==> config.mk <==
export PLATFORM = sky130hd
export DESIGN_NAME = rxm_top
export DESIGN_NICKNAME = d
export VERILOG_FILES = /design/src/rxm_pkg.sv /design/src/rxm_bus_port.sv /design/src/rxm_pattern.sv /design/src/rxm_top.sv
export VERILOG_INCLUDE_DIRS = /design/src
export SDC_FILE = /design/constraint.sdc
export NUM_CORES = 1
export LEC_CHECK = 0
export BUFFER_PORTS_ARGS = -buffer_cell sky130_fd_sc_hd__buf_2
export CORE_MARGIN = 1
export CORE_UTILIZATION = 55
export DETAILED_ROUTE_END_ITERATION = 12
export GPL_TIMING_DRIVEN = 1
export HOLD_SLACK_MARGIN = 0.15
export PLACE_DENSITY = 0.78
export SYNTH_ARGS = -nofsm -noshare
export SYNTH_HDL_FRONTEND = slang
export SYNTH_SLANG_ARGS = --single-unit
==> constraint.sdc <==
create_clock -name clk -period 2.8 [get_ports clk]
set_input_delay 0.7 -clock clk [delete_from_list [all_inputs] [get_ports clk]]
set_output_delay 0.7 -clock clk [all_outputs]
set_load 0.01 [all_outputs]
==> src/rxm_consts.svh <==
`ifndef RXM_CONSTS_SVH
`define RXM_CONSTS_SVH

// host bus register addresses
`define RXM_ADDR_RESET 8'h01
`define RXM_ADDR_GEN_CTRL 8'he0
`define RXM_ADDR_TX_MODE 8'he1
`define RXM_ADDR_RX_MODE 8'he2
`define RXM_ADDR_TX_DATA 8'he3
`define RXM_ADDR_RX_DATA 8'he5
`define RXM_ADDR_STATUS 8'he6
`define RXM_ADDR_TONE_PROG 8'he8

// reset values
`define RXM_REG_RESET 16'h0000
`define RXM_BYTE_RESET 8'h00

// status bit positions
`define RXM_ST_EVEN_PARITY 1
`define RXM_ST_FRAMING 2
`define RXM_ST_OVERFLOW 3
`define RXM_ST_RX_READY 4
`define RXM_ST_ONES 7
`define RXM_ST_ZEROS 8
`define RXM_ST_ALT 9
`define RXM_ST_ENERGY 10

// general control: set to switch the receive equaliser off
`define RXM_GC_EQU_OFF 10

// receive mode fields
`define RXM_RM_MODE_HI 15
`define RXM_RM_MODE_LO 12
`define RXM_RM_SYNC 5
`define RXM_RM_DBITS_HI 4
`define RXM_RM_DBITS_LO 3
`define RXM_RM_PAR_EN 2
`define RXM_RM_STOP2 0

// receive mode codes; any other code is a non-modem mode
`define RXM_MODE_1200 4'h1
`define RXM_MODE_300 4'h2
`define RXM_MODE_150 4'h3
`define RXM_MODE_75 4'h4

// pattern detector run length and hold time in bits
`define RXM_PAT_RUN 6'h20
`define RXM_PAT_HOLD 4'hc

// clock rate and bit rates in Hz
`define RXM_CLK_HZ 250000000
`define RXM_RATE_1200 1200
`define RXM_RATE_300 300
`define RXM_RATE_150 150
`define RXM_RATE_75 75

`endif

==> src/rxm_pkg.sv <==
package rxm_pkg;

	// receive usart states
	typedef enum logic [2:0] {
		RX_HUNT,
		RX_IDLE,
		RX_START,
		RX_DATA,
		RX_PARITY,
		RX_STOP
	} rxm_rx_e;

	// serial host port state
	typedef struct packed {
		logic sclk_s1;
		logic sclk_s2;
		logic sclk_d;
		logic csn_s1;
		logic csn_s2;
		logic cmd_s1;
		logic cmd_s2;
		logic [2:0] bit_cnt;
		logic [7:0] in_sh;
		logic have_addr;
		logic [7:0] addr;
		logic byte_idx;
		logic [15:0] out_sh;
		logic [3:0] out_left;
		logic reply;
		logic addr_stb;
		logic data_stb;
		logic [7:0] data_byte;
		logic rd_load;
	} rxm_bus_s;

	// pattern detector state
	typedef struct packed {
		logic last;
		logic [2:0][5:0] run;
		logic [2:0][3:0] hold;
		logic [2:0] det;
	} rxm_pat_s;

	// top level state
	typedef struct packed {
		logic [15:0] general_control;
		logic [15:0] transmit_mode;
		logic [15:0] receive_mode;
		logic [7:0] transmit_data;
		logic [15:0] tone_programming;
		logic [7:0] wr_hi;
		logic [7:0] receive_data;
		logic st_ready;
		logic st_over;
		logic st_frame;
		logic st_even;
		logic bit_s1;
		logic bit_s2;
		logic bit_d;
		logic nrg_s1;
		logic nrg_s2;
		logic [21:0] tmr;
		rxm_rx_e rx_state;
		logic [7:0] rx_buf;
		logic [3:0] rx_n;
		logic par_bit;
		logic [6:0] prev_mode;
	} rxm_top_s;

endpackage

==> src/rxm_bus_port.sv <==
`timescale 1ns/10ps
`include "rxm_consts.svh"

module rxm_bus_port
	import rxm_pkg::*;
(
	// clock and reset
	input wire logic clk,
	input wire logic reset_n,
	// serial pins
	input wire logic serial_clock,
	input wire logic chip_select_n,
	input wire logic command_data,
	output logic reply_data,
	output logic reply_data_oe,
	// register side
	output logic [7:0] addr,
	output logic addr_stb,
	output logic data_stb,
	output logic [7:0] data_byte,
	output logic byte_idx,
	output logic rd_load,
	input wire logic [15:0] rd_word,
	input wire logic rd_is16,
	input wire logic rd_valid
);
	rxm_bus_s st;
	rxm_bus_s next_st;
	logic rise;
	logic fall;

	// pins pass two flops; edges are found on the second stage only
	always_comb
	begin
		next_st = st;
		next_st.sclk_s1 = serial_clock;
		next_st.sclk_s2 = st.sclk_s1;
		next_st.sclk_d = st.sclk_s2;
		next_st.csn_s1 = chip_select_n;
		next_st.csn_s2 = st.csn_s1;
		next_st.cmd_s1 = command_data;
		next_st.cmd_s2 = st.cmd_s1;
		next_st.addr_stb = 1'b0;
		next_st.data_stb = 1'b0;
		next_st.rd_load = 1'b0;
		rise = st.sclk_s2 & ~st.sclk_d;
		fall = ~st.sclk_s2 & st.sclk_d;
		if (st.csn_s2)
		begin
			// idle between transfers: forget any partial byte
			next_st.bit_cnt = 3'h0;
			next_st.have_addr = 1'b0;
			next_st.byte_idx = 1'b0;
			next_st.out_left = 4'h0;
		end
		else
		begin
			if (rise)
			begin
				// command bits arrive msb first on rising edges
				next_st.in_sh = {st.in_sh[6:0], st.cmd_s2};
				next_st.bit_cnt = st.bit_cnt + 3'h1;
				if (st.bit_cnt == 3'h7)
				begin
					if (!st.have_addr)
					begin
						next_st.have_addr = 1'b1;
						next_st.addr = {st.in_sh[6:0], st.cmd_s2};
						next_st.addr_stb = 1'b1;
					end
					else
					begin
						next_st.data_stb = 1'b1;
						next_st.data_byte = {st.in_sh[6:0], st.cmd_s2};
						next_st.byte_idx = ~st.byte_idx;
					end
				end
			end
			// reply changes on falling edges so it is steady while high
			if (fall && st.have_addr && rd_valid)
			begin
				if (st.out_left == 4'h0)
				begin
					// reload: first byte of a word is the high one
					next_st.rd_load = 1'b1;
					next_st.reply = rd_is16 ? rd_word[15] : rd_word[7];
					next_st.out_sh = rd_is16 ? {rd_word[14:0], 1'b0}
						: {rd_word[6:0], 9'h000};
					next_st.out_left = rd_is16 ? 4'hf : 4'h7;
				end
				else
				begin
					next_st.reply = st.out_sh[15];
					next_st.out_sh = {st.out_sh[14:0], 1'b0};
					next_st.out_left = st.out_left - 4'h1;
				end
			end
		end
	end

	// state register
	always_ff @(posedge clk or negedge reset_n)
	begin
		if (!reset_n)
			st <= '0;
		else
			st <= next_st;
	end

	assign reply_data = st.reply;
	assign reply_data_oe = ~st.csn_s2 & st.have_addr & rd_valid;
	assign addr = st.addr;
	assign addr_stb = st.addr_stb;
	assign data_stb = st.data_stb;
	assign data_byte = st.data_byte;
	// the toggle lands with the strobe, so invert to name the byte just taken
	assign byte_idx = ~st.byte_idx;
	assign rd_load = st.rd_load;
endmodule

==> src/rxm_pattern.sv <==
`timescale 1ns/10ps
`include "rxm_consts.svh"

module rxm_pattern
	import rxm_pkg::*;
(
	// clock and reset
	input wire logic clk,
	input wire logic reset_n,
	// bit stream
	input wire logic bit_stb,
	input wire logic bit_val,
	input wire logic clear,
	input wire logic [5:0] zero_limit,
	// detect outputs: 0 ones, 1 zeros, 2 alternating
	output logic [2:0] det
);
	rxm_pat_s st;
	rxm_pat_s next_st;
	logic [2:0] cont;
	logic [2:0][5:0] limit;

	// one counter per pattern; runs saturate so long runs stay detected
	always_comb
	begin
		next_st = st;
		cont = {bit_val != st.last, ~bit_val, bit_val};
		limit = {`RXM_PAT_RUN, zero_limit, `RXM_PAT_RUN};
		if (clear)
			next_st = '0;
		else if (bit_stb)
		begin
			next_st.last = bit_val;
			for (int i = 0; i < 3; i++)
			begin
				if (cont[i])
					next_st.run[i] = (st.run[i] == 6'h3f) ? st.run[i]
						: st.run[i] + 6'h1;
				else
					next_st.run[i] = (i == 2) ? 6'h01 : 6'h00;
				if (cont[i] && next_st.run[i] >= limit[i])
				begin
					next_st.det[i] = 1'b1;
					next_st.hold[i] = `RXM_PAT_HOLD;
				end
				else if (st.det[i])
				begin
					// count down bit times after the pattern broke
					next_st.hold[i] = st.hold[i] - 4'h1;
					if (st.hold[i] <= 4'h1)
						next_st.det[i] = 1'b0;
				end
			end
		end
	end

	// state register
	always_ff @(posedge clk or negedge reset_n)
	begin
		if (!reset_n)
			st <= '0;
		else
			st <= next_st;
	end

	assign det = st.det;
endmodule

==> src/rxm_top.sv <==
`timescale 1ns/10ps
`include "rxm_consts.svh"

module rxm_top
	import rxm_pkg::*;
#(
	parameter int BIT_CYC_1200 = `RXM_CLK_HZ / `RXM_RATE_1200,
	parameter int BIT_CYC_300 = `RXM_CLK_HZ / `RXM_RATE_300,
	parameter int BIT_CYC_150 = `RXM_CLK_HZ / `RXM_RATE_150,
	parameter int BIT_CYC_75 = `RXM_CLK_HZ / `RXM_RATE_75
)
(
	// clock and reset
	input wire logic clk,
	input wire logic reset_n,
	// serial host pins
	input wire logic serial_clock,
	input wire logic chip_select_n,
	input wire logic command_data,
	output logic reply_data,
	output logic reply_data_oe,
	// from the analog receive path
	input wire logic rx_tone_mark,
	input wire logic energy_over_threshold,
	// control outputs to the rest of the device
	output logic equaliser_on,
	output logic [15:0] general_control,
	output logic [15:0] transmit_mode,
	output logic [15:0] receive_mode,
	output logic [7:0] transmit_data,
	output logic [15:0] tone_programming
);
	rxm_top_s st;
	rxm_top_s next_st;
	logic [7:0] bus_addr;
	logic addr_stb;
	logic data_stb;
	logic [7:0] data_byte;
	logic byte_idx;
	logic rd_load;
	logic [15:0] rd_word;
	logic rd_is16;
	logic rd_valid;
	logic [2:0] det;
	logic [3:0] mode;
	logic modem;
	logic sync_mode;
	logic [1:0] dbit_sel;
	logic [3:0] dbits;
	logic par_en;
	logic [21:0] period;
	logic edge_seen;
	logic bit_stb;
	logic line;
	logic xfer;
	logic [7:0] xfer_data;
	logic rd_clr;
	logic reset_cmd;
	logic pat_clear;
	logic [4:0] char_bits;
	logic [5:0] zero_limit;
	logic [15:0] status;
	logic [7:0] aligned;

	// serial host port
	rxm_bus_port u_bus (
		.clk(clk),
		.reset_n(reset_n),
		.serial_clock(serial_clock),
		.chip_select_n(chip_select_n),
		.command_data(command_data),
		.reply_data(reply_data),
		.reply_data_oe(reply_data_oe),
		.addr(bus_addr),
		.addr_stb(addr_stb),
		.data_stb(data_stb),
		.data_byte(data_byte),
		.byte_idx(byte_idx),
		.rd_load(rd_load),
		.rd_word(rd_word),
		.rd_is16(rd_is16),
		.rd_valid(rd_valid)
	);

	// the three pattern detectors share one bit strobe
	rxm_pattern u_pat (
		.clk(clk),
		.reset_n(reset_n),
		.bit_stb(bit_stb),
		.bit_val(line),
		.clear(pat_clear),
		.zero_limit(zero_limit),
		.det(det)
	);

	// receive mode decode
	always_comb
	begin
		mode = st.receive_mode[`RXM_RM_MODE_HI:`RXM_RM_MODE_LO];
		sync_mode = st.receive_mode[`RXM_RM_SYNC];
		dbit_sel = st.receive_mode[`RXM_RM_DBITS_HI:`RXM_RM_DBITS_LO];
		dbits = 4'h5 + {2'b00, dbit_sel};
		par_en = st.receive_mode[`RXM_RM_PAR_EN];
		modem = 1'b1;
		case (mode)
			`RXM_MODE_1200: period = 22'(BIT_CYC_1200);
			`RXM_MODE_300: period = 22'(BIT_CYC_300);
			`RXM_MODE_150: period = 22'(BIT_CYC_150);
			`RXM_MODE_75: period = 22'(BIT_CYC_75);
			default:
			begin
				period = 22'(BIT_CYC_1200);
				modem = 1'b0;
			end
		endcase
	end

	// start, data, parity and stop bits make up one character
	always_comb
	begin
		char_bits = 5'h01 + {1'b0, dbits} + {4'h0, par_en}
			+ {4'h0, st.receive_mode[`RXM_RM_STOP2]} + 5'h01;
		if (sync_mode)
			zero_limit = `RXM_PAT_RUN;
		else
			zero_limit = {char_bits, 1'b0} + 6'h04;
	end

	// the demodulated tone level is the received data bit
	assign line = st.bit_s2;
	assign edge_seen = st.bit_s2 ^ st.bit_d;
	assign bit_stb = modem && !edge_seen && st.tmr == 22'h00_0000;

	// pattern detectors restart on a new rate or mode
	assign pat_clear = !modem
		|| st.receive_mode[15:9] != st.prev_mode;

	// address decode for reads
	always_comb
	begin
		rd_valid = 1'b1;
		rd_is16 = 1'b0;
		rd_word = `RXM_REG_RESET;
		case (bus_addr)
			`RXM_ADDR_RX_DATA: rd_word = {8'h00, st.receive_data};
			`RXM_ADDR_STATUS:
			begin
				rd_word = status;
				rd_is16 = 1'b1;
			end
			default: rd_valid = 1'b0;
		endcase
	end

	// status word
	always_comb
	begin
		status = `RXM_REG_RESET;
		status[`RXM_ST_EVEN_PARITY] = st.st_even;
		status[`RXM_ST_FRAMING] = st.st_frame;
		status[`RXM_ST_OVERFLOW] = st.st_over;
		status[`RXM_ST_RX_READY] = st.st_ready;
		status[`RXM_ST_ONES] = det[0];
		status[`RXM_ST_ZEROS] = det[1];
		status[`RXM_ST_ALT] = det[2];
		status[`RXM_ST_ENERGY] = st.nrg_s2 & modem;
	end

	// a read of the data register begins with a reload
	assign rd_clr = rd_load && bus_addr == `RXM_ADDR_RX_DATA;
	assign reset_cmd = addr_stb && bus_addr == `RXM_ADDR_RESET;

	// async data bits were shifted in lsb first from the top
	always_comb
	begin
		case (dbit_sel)
			2'h0: aligned = {3'h0, st.rx_buf[7:3]};
			2'h1: aligned = {2'h0, st.rx_buf[7:2]};
			2'h2: aligned = {1'h0, st.rx_buf[7:1]};
			default: aligned = st.rx_buf;
		endcase
	end

	// main next-state logic
	always_comb
	begin
		next_st = st;
		xfer = 1'b0;
		xfer_data = st.rx_buf;
		next_st.bit_s1 = rx_tone_mark;
		next_st.bit_s2 = st.bit_s1;
		next_st.bit_d = st.bit_s2;
		next_st.nrg_s1 = energy_over_threshold;
		next_st.nrg_s2 = st.nrg_s1;
		next_st.prev_mode = st.receive_mode[15:9];

		// bit timer realigns to mid-bit on every line transition
		if (edge_seen)
			next_st.tmr = {1'b0, period[21:1]};
		else if (st.tmr == 22'h00_0000)
			next_st.tmr = period - 22'h00_0001;
		else
			next_st.tmr = st.tmr - 22'h00_0001;

		// receive usart
		if (!modem)
		begin
			next_st.rx_state = RX_HUNT;
			next_st.rx_n = 4'h0;
		end
		else if (sync_mode)
		begin
			if (bit_stb)
			begin
				next_st.rx_buf = {line, st.rx_buf[7:1]};
				next_st.rx_n = st.rx_n + 4'h1;
				if (st.rx_n == 4'h7)
				begin
					next_st.rx_n = 4'h0;
					xfer = 1'b1;
					xfer_data = {line, st.rx_buf[7:1]};
				end
			end
		end
		else
		begin
			case (st.rx_state)
				RX_HUNT:
				begin
					// wait for a one before a start edge counts
					if (line)
						next_st.rx_state = RX_IDLE;
				end
				RX_IDLE:
				begin
					if (edge_seen && !line)
						next_st.rx_state = RX_START;
				end
				RX_START:
				begin
					// a start that is gone at mid-bit was a glitch
					if (bit_stb)
					begin
						next_st.rx_n = 4'h0;
						next_st.rx_state = line ? RX_IDLE : RX_DATA;
					end
				end
				RX_DATA:
				begin
					if (bit_stb)
					begin
						next_st.rx_buf = {line, st.rx_buf[7:1]};
						next_st.rx_n = st.rx_n + 4'h1;
						if (st.rx_n + 4'h1 == dbits)
							next_st.rx_state = par_en ? RX_PARITY : RX_STOP;
					end
				end
				RX_PARITY:
				begin
					if (bit_stb)
					begin
						next_st.par_bit = line;
						next_st.rx_state = RX_STOP;
					end
				end
				RX_STOP:
				begin
					if (bit_stb)
					begin
						xfer = 1'b1;
						xfer_data = aligned;
						next_st.st_frame = !line;
						next_st.st_even = !(^aligned
							^ (par_en & st.par_bit));
						next_st.rx_state = line ? RX_IDLE : RX_HUNT;
					end
				end
				default: next_st.rx_state = RX_HUNT;
			endcase
		end

		// data register and flags; a new character wins over a read
		if (xfer)
			next_st.receive_data = xfer_data;
		next_st.st_ready = (st.st_ready & !rd_clr) | xfer;
		next_st.st_over = (st.st_over & !rd_clr)
			| (xfer & st.st_ready & !rd_clr);

		// register writes: 16-bit words need the high byte first
		if (data_stb)
		begin
			if (!byte_idx)
				next_st.wr_hi = data_byte;
			case (bus_addr)
				`RXM_ADDR_GEN_CTRL:
					if (byte_idx)
						next_st.general_control = {st.wr_hi, data_byte};
				`RXM_ADDR_TX_MODE:
					if (byte_idx)
						next_st.transmit_mode = {st.wr_hi, data_byte};
				`RXM_ADDR_RX_MODE:
					if (byte_idx)
						next_st.receive_mode = {st.wr_hi, data_byte};
				`RXM_ADDR_TONE_PROG:
					if (byte_idx)
						next_st.tone_programming = {st.wr_hi, data_byte};
				`RXM_ADDR_TX_DATA: next_st.transmit_data = data_byte;
				// test addresses and read-only registers ignore writes
				default: next_st.wr_hi = next_st.wr_hi;
			endcase
		end

		// reset command clears control, modes and status flags
		if (reset_cmd)
		begin
			next_st.general_control = `RXM_REG_RESET;
			next_st.transmit_mode = `RXM_REG_RESET;
			next_st.receive_mode = `RXM_REG_RESET;
			next_st.st_ready = 1'b0;
			next_st.st_over = 1'b0;
			next_st.st_frame = 1'b0;
			next_st.st_even = 1'b0;
			next_st.rx_state = RX_HUNT;
		end
	end

	// state register
	always_ff @(posedge clk or negedge reset_n)
	begin
		if (!reset_n)
			st <= '0;
		else
			st <= next_st;
	end

	// equaliser only in the 1200 bit/s receive mode
	assign equaliser_on = mode == `RXM_MODE_1200
		&& !st.general_control[`RXM_GC_EQU_OFF];
	assign general_control = st.general_control;
	assign transmit_mode = st.transmit_mode;
	assign receive_mode = st.receive_mode;
	assign transmit_data = st.transmit_data;
	assign tone_programming = st.tone_programming;
endmodule

Yosys cells after proc, flatten, opt, wreduce, memory -nomap -nowiden:

Cells that the tools add are included.

* bits in read-only memories: 0
* bits in latches: 0
* bits in registers: 236
* bits of input ports: 7
* memory bits (writable): 0
* logic and storage cells: 301
* output and inout bits: 75
* memories kept: 0

* reduce and logical (&&, ||, !) cells: 61
* shift-type cells: 0
* $lt $le $gt $ge: 6
* bitwise gates (word level): 21
* $add $sub $neg: 17
* multiplexer cells: 106
* divide/modulo/power cells: 0
* equal/unequal tests: 41
* $mul: 0

Operators with widths (number)
* 16-bit two-way mux: 7
* 8-bit two-way mux: 10
* 80-bit two-way mux: 1
* 6-bit two-way mux: 13
* 34-bit two-way mux: 2
* 22-bit one-hot mux with 3 select lines: 1
* 8-bit equality test (second input constant): 7
* 4-bit two-way mux: 12
* 48-bit two-way mux: 1
* 22-bit two-way mux: 2
* 22-bit by 1-bit subtractor with 22-bit output (second input constant): 2
* 21-bit two-way mux: 2
* 10-bit two-way mux: 3
* 3-bit two-way mux: 10
* 4-bit inequality test (second input constant): 7
* 1-bit two-way mux: 27
* 2-bit nonzero test: 13
* 12-bit two-way mux: 2
* 8-bit one-hot mux with 3 select lines: 1
* 22-bit zero test: 1
* 11-bit one-hot mux with 2 select lines: 1
* 4-bit AND reduction: 5
* 6-bit by 1-bit adder with 6-bit output (second input constant): 3
* 6-bit equality test (second input constant): 3
* 52 further kinds: 116

Longest topological paths before layout:

* depth in word-level cells: 13
* depth in mapped cells: 15
* depth with buffers taken out: 15

By module:

From an unflattened synthesis, not the netlist that was laid out.

* cells, all modules: 1243
* area, all modules: 12467.0 µm²

By module, submodules not included
* rxm_top: seq. area each 3553.4 µm², area each 7599.8 µm², cells an instance 782, instances 1
* rxm_bus_port: seq. area each 1451.4 µm², area each 2685.1 µm², cells an instance 218, instances 1
* rxm_pattern: seq. area each 850.8 µm², area each 2182.1 µm², cells an instance 243, instances 1

Least setup slack after synthesis:

Ideal clock, no wire load.

* path type: reg2reg
* start: reg st, in the netlist receive_mode[3]
* end: reg u_pat.st[10] (netlist name)
* clock period less this slack: 3.109 ns
* required time: 2.677 ns
* arrival time: 2.985 ns
* library setup time: 0.123 ns
* setup slack: -0.309 ns
* buffers on the path: 2
* stages on the path, launching flop included: 15
* cells stage by stage: dfrtp_1 ha_1 clkbuf_1 clkbuf_1 xor2_1 ha_1 xor2_1 xnor2_1 nand2b_1 ha_1 and4_1 a31oi_1 a21o_1 a41o_1 a21oi_1

* longest elaborated chain between the ends: 12
* elaborated cells between the ends (all ways): 14
* classes of those cells: add/sub (6); order compare (1); mux (4); reduce/logical (3)

RTL lines
* start: declaration: RTL line rxm_top.sv:33 `rxm_top_s st;`
* start signal: assignment: RTL line rxm_top.sv:333 `st <= next_st;`
* 3-bit by 2-bit adder with 4-bit output (*): RTL line rxm_top.sv:102 `dbits = 4'h5 + {2'b00, dbit_sel};`
* 1-bit by 4-bit adder with 5-bit output (*): RTL line rxm_top.sv:121 `char_bits = 5'h01 + {1'b0, dbits} + {4'h0, par_en}`
* 5-bit by 1-bit adder with 5-bit output (*) (3 in a row): RTL line rxm_top.sv:121
* 6-bit by 3-bit adder with 6-bit output (*): RTL line rxm_top.sv:126 `zero_limit = {char_bits, 1'b0} + 6'h04;`
* 6-bit two-way mux (*): RTL line rxm_top.sv:123 `if (sync_mode)`
* 6-bit >= comparator (*): RTL line rxm_pattern.sv:41 `if (cont[i] && next_st.run[i] >= limit[i])`
* 1-bit logical AND (*): RTL line rxm_pattern.sv:41
* 4-bit two-way mux: RTL line rxm_pattern.sv:41
* 34-bit two-way mux: RTL line rxm_pattern.sv:31 `else if (bit_stb)`
* 34-bit two-way mux: RTL line rxm_pattern.sv:29 `if (clear)`
* end signal: assignment: RTL line rxm_pattern.sv:63 `st <= next_st;`
* end: declaration: RTL line rxm_pattern.sv:18 `rxm_pat_s st;`

Mark *: on every way between the ends. The rest lies on a longest branch, timed or not. The select of a mux whose other input is x is not followed.
A chain may end at the register's enable or synchronous reset.

Final worst setup path:

Ends and elaborated chain as after synthesis.

==> results.toml <==
[run_status]
outcome = "finished, violations left"
violations = "setup timing"

[sta]
hold_slack_ps = 146
worst_slew_pin_slew_ps = 773
clock_skew_ps = 7.61
setup_viol = 6
finalCritPeriodShare_pct = 113
layout_setup_ws_ps = -353
drv_slew = 0
fmax_mhz = 317
period_needed_ps = 3150
hold_viol_final = 0
slew_headroom_pct = 48.4
fin_tns_setup_ps = -1540
rsz0062_at_grt = "true"

[yosys]
synth.net_count = 1277
ys_seq_elements = 234
synth_cells = 1242
synth_common_cells = "dfrtp_1, nor2_1, a21oi_1"
syn_area_um2 = 11900
muxShareOfSynthArea_pct = 6.32
synth_flop_cell = "dfrtp_1"
synth_top_area_share_pct = 49.2
synthTopCellsByArea = "dfrtp_1, nor2_1, mux2_2, a21oi_1, buf_4"
synth_fa_ha_area_share_pct = 3.07
synth_most_common_cell = "dfrtp_1"
synth-edff-count = 0
synth_area_per_cell_um2 = 9.59
synthXorXnorAreaFrac_pct = 3.09
synth_top_family_by_area = "simple AND/OR/NAND/NOR gates"
ys_types = 75
synth-simple-area-share_pct = 17.6
ys_warn_count = 0
seq_area_frac_synth_pct = 49.2
async_reset_ff_share_pct = 100
synth_compound_area_share_pct = 13.1
synth_largest_area_cell = "dfrtp_1"

[final_layout]
stdcell_count = 1588
syn_to_final_growth_pct = 13.9
antenna_cells = 0
fin_util_pct = 64.1
nets = 1330
drive_gt1_share_pct = 23.5
nFillCells = 1653

[place]
place_congestion = 0.893
io_buffers = 81
hpwl_um = 17800
dp_cells = 1532

[critical_path]
max_stage_delay_ps = 570
reg2reg_depth = 12
cp_max_fo = 3
r2r-start = "receive_mode[3]"
path_cells = "fa_2 > fa_1 > ha_2 > xor2_2 > xnor2_1 > nand2b_1 > ha_1 > and4_1 > a31oi_2 > a21o_1 > a41o_1 > a21oi_1"
slowest_stage = "fa_1"
critical_path_class = "reg -> reg"
endpoint_kind = "register"
worstReg2RegEnd = "u_pat.st[10]"
cp-startpoint = "receive_mode[3]"
crit_end = "u_pat.st[10]"
cp_data_required_time_ps = 3250
worst-r2r-setup-slack_ps = -350
startpoint_type = "register"
worstPathArrival_ps = 3610

[die]
dieArea_um2 = 22200
die_w_um = 149
die_y_um = 149
core-area_um2 = 21200
start_util_pct = 56.3
row_count = 53
num_io_pins = 82

[flow_run]
maxCapViolCount = 0

[grt]
grt_max_degree = 84
grt_use_total_pct = 24.1
antenna_found_initial = 0
grt_pass1_wl_um = 43400
grt_pass1_vias = 8713
grt_remaining_overflow = 0

[routing]
num_vias = 9188
routed_wl_um = 26600
met2WireLength_um = 13100
ant_nets = 0
via_per_inst = 5.79
top_layer_used = "met4"
wl_met1_um = 11400
wire_per_inst_um = 16.8
drt_iter0_markers = 562
dr.pass1.iters = 7
drc_errors = 0
route.met3.wl_um = 1420

[min_path]
hold_class = "in -> async"

[clock_network]
clk_latency_ps = 530
numClockSinks = 234
clockBufferDepth = 3
cts_tree = "built"
clkTransAtPathRegs_ps = 60
htree_levels = 1
cts_buffers = 25
clockRootBuffer = "clkbuf_16"

[power]
vdd.ir_drop.worst_mv = 0.533
p_per_area_nw_per_um2 = 541
power.leakage_nw = 6.40
power_mw = 7.34
## worst min-delay path by stage
stage	from	endpoint	slack [ps]	cells after the start
2_1_floorplan	next_st[48]	line	330	0
4_1_cts	reset_n	transmit_mode[5]	170	1
3_3_place_gp	next_st[45]	st[45]	330	0
6_report	reset_n	transmit_mode[7]	150	1
3_5_place_dp	u_bus.next_st[55]	u_bus.st[55]	330	0
5_1_grt	reset_n	transmit_mode[7]	200	1
## registers in the layout, summed over array words and instances (netlist names), 2 cells and up
| signal | count |
|---|---|
| general_control | 16 |
| u_pat.st | 31 |
| receive_mode | 16 |
| transmit_data | 8 |
| u_bus.st | 34 |
| u_pat.det | 3 |
| u_bus.next_st | 4 |
| u_bus.data_byte | 8 |
| u_bus.addr | 8 |
| next_st | 2 |
| tone_programming | 16 |
| transmit_mode | 16 |
| st | 67 |
## worst max-delay path: cells and delay by family, from the launching register on
family | cells | cell delay (ps)
flip-flops | 1 | 420
XOR/XNOR | 2 | 280
AND/OR/NAND/NOR | 2 | 290
AO/OA/AOI/OAI | 4 | 620
adder cells (fa/ha/maj) | 4 | 1470
## cell type report
type / instances / area [µm²] / share of cell area, %
Clock buffer: 34 / 709 / 5.23
Inverter: 30 / 113 / 0.830
Clock inverter: 11 / 175 / 1.29
Tap cell: 275 / 344 / 2.54
Timing Repair Buffer: 160 / 1100 / 8.12
Multi-Input combinational cell: 844 / 5270 / 38.8
Sequential cell: 234 / 5860 / 43.2
## layout by cell type (no fill, tap or decap), drive strengths merged, types with 5 or more instances in the layout
master	count
nor2	217
a222oi	5
o41ai	5
mux2	57
a221oi	11
nand3	26
nor3b	6
nor2b	6
a211oi	10
nor3	22
and3	8
xor2	19
mux2i	11
nor4	10
ha	26
inv	30
dfrtp	234
buf	159
or4	5
clkbuf	35
nand2	112
clkinv	5
nand2b	5
a21oi	125
xnor2	23
nor4b	6
a31oi	5
o21ai	41
a22oi	8
a21o	10
## per-stage QoR
stage | worst slack, ps | instance area [µm²]
2_1_floorplan | -127 | 11900
3_3_place_gp | -216 | 12500
3_5_place_dp | -302 | 12500
4_1_cts | -310 | 13400
5_1_grt | -477 | 13600
6_report | -353 | 13600
## layer usage
layer | up-vias | track usage, %
met5 | - | 0
met4 | 0 | 6.63
li1 | 4337 | -
met3 | 55 | 3.85
met1 | 4530 | 32.9
met2 | 266 | 39.9
## power breakdown
| group | internal (mW) | total (mW) | switching (mW) | leakage, nW |
|---|---|---|---|---|
| clock | 2.15 | 3.53 | 1.38 | 0.431 |
| sequential | 3.46 | 3.54 | 0.0837 | 3.18 |
| combinational | 0.116 | 0.275 | 0.159 | 2.80 |
| total | 5.73 | 7.34 | 1.62 | 6.40 |
## what timing repair did
item / CTS / global route
cloned: 0 / 1
endpoints found under the setup margin: 6 / 31
hold buffers: 0 / 0
gates resized for setup: 2 / 32
pin swaps: 1 / 21
buffers inserted: 1 / 9
## logic make-up after synthesis
family,count (synthesis)
and+or+nand+nor,454
AOI/OAI and AO/OA,252
DFF,234
buffers and inverters,164
muxes,68
xor gates and xnor gates,42
adders and majority gates,28
Note: power is estimated with default switching activity, not from simulation.
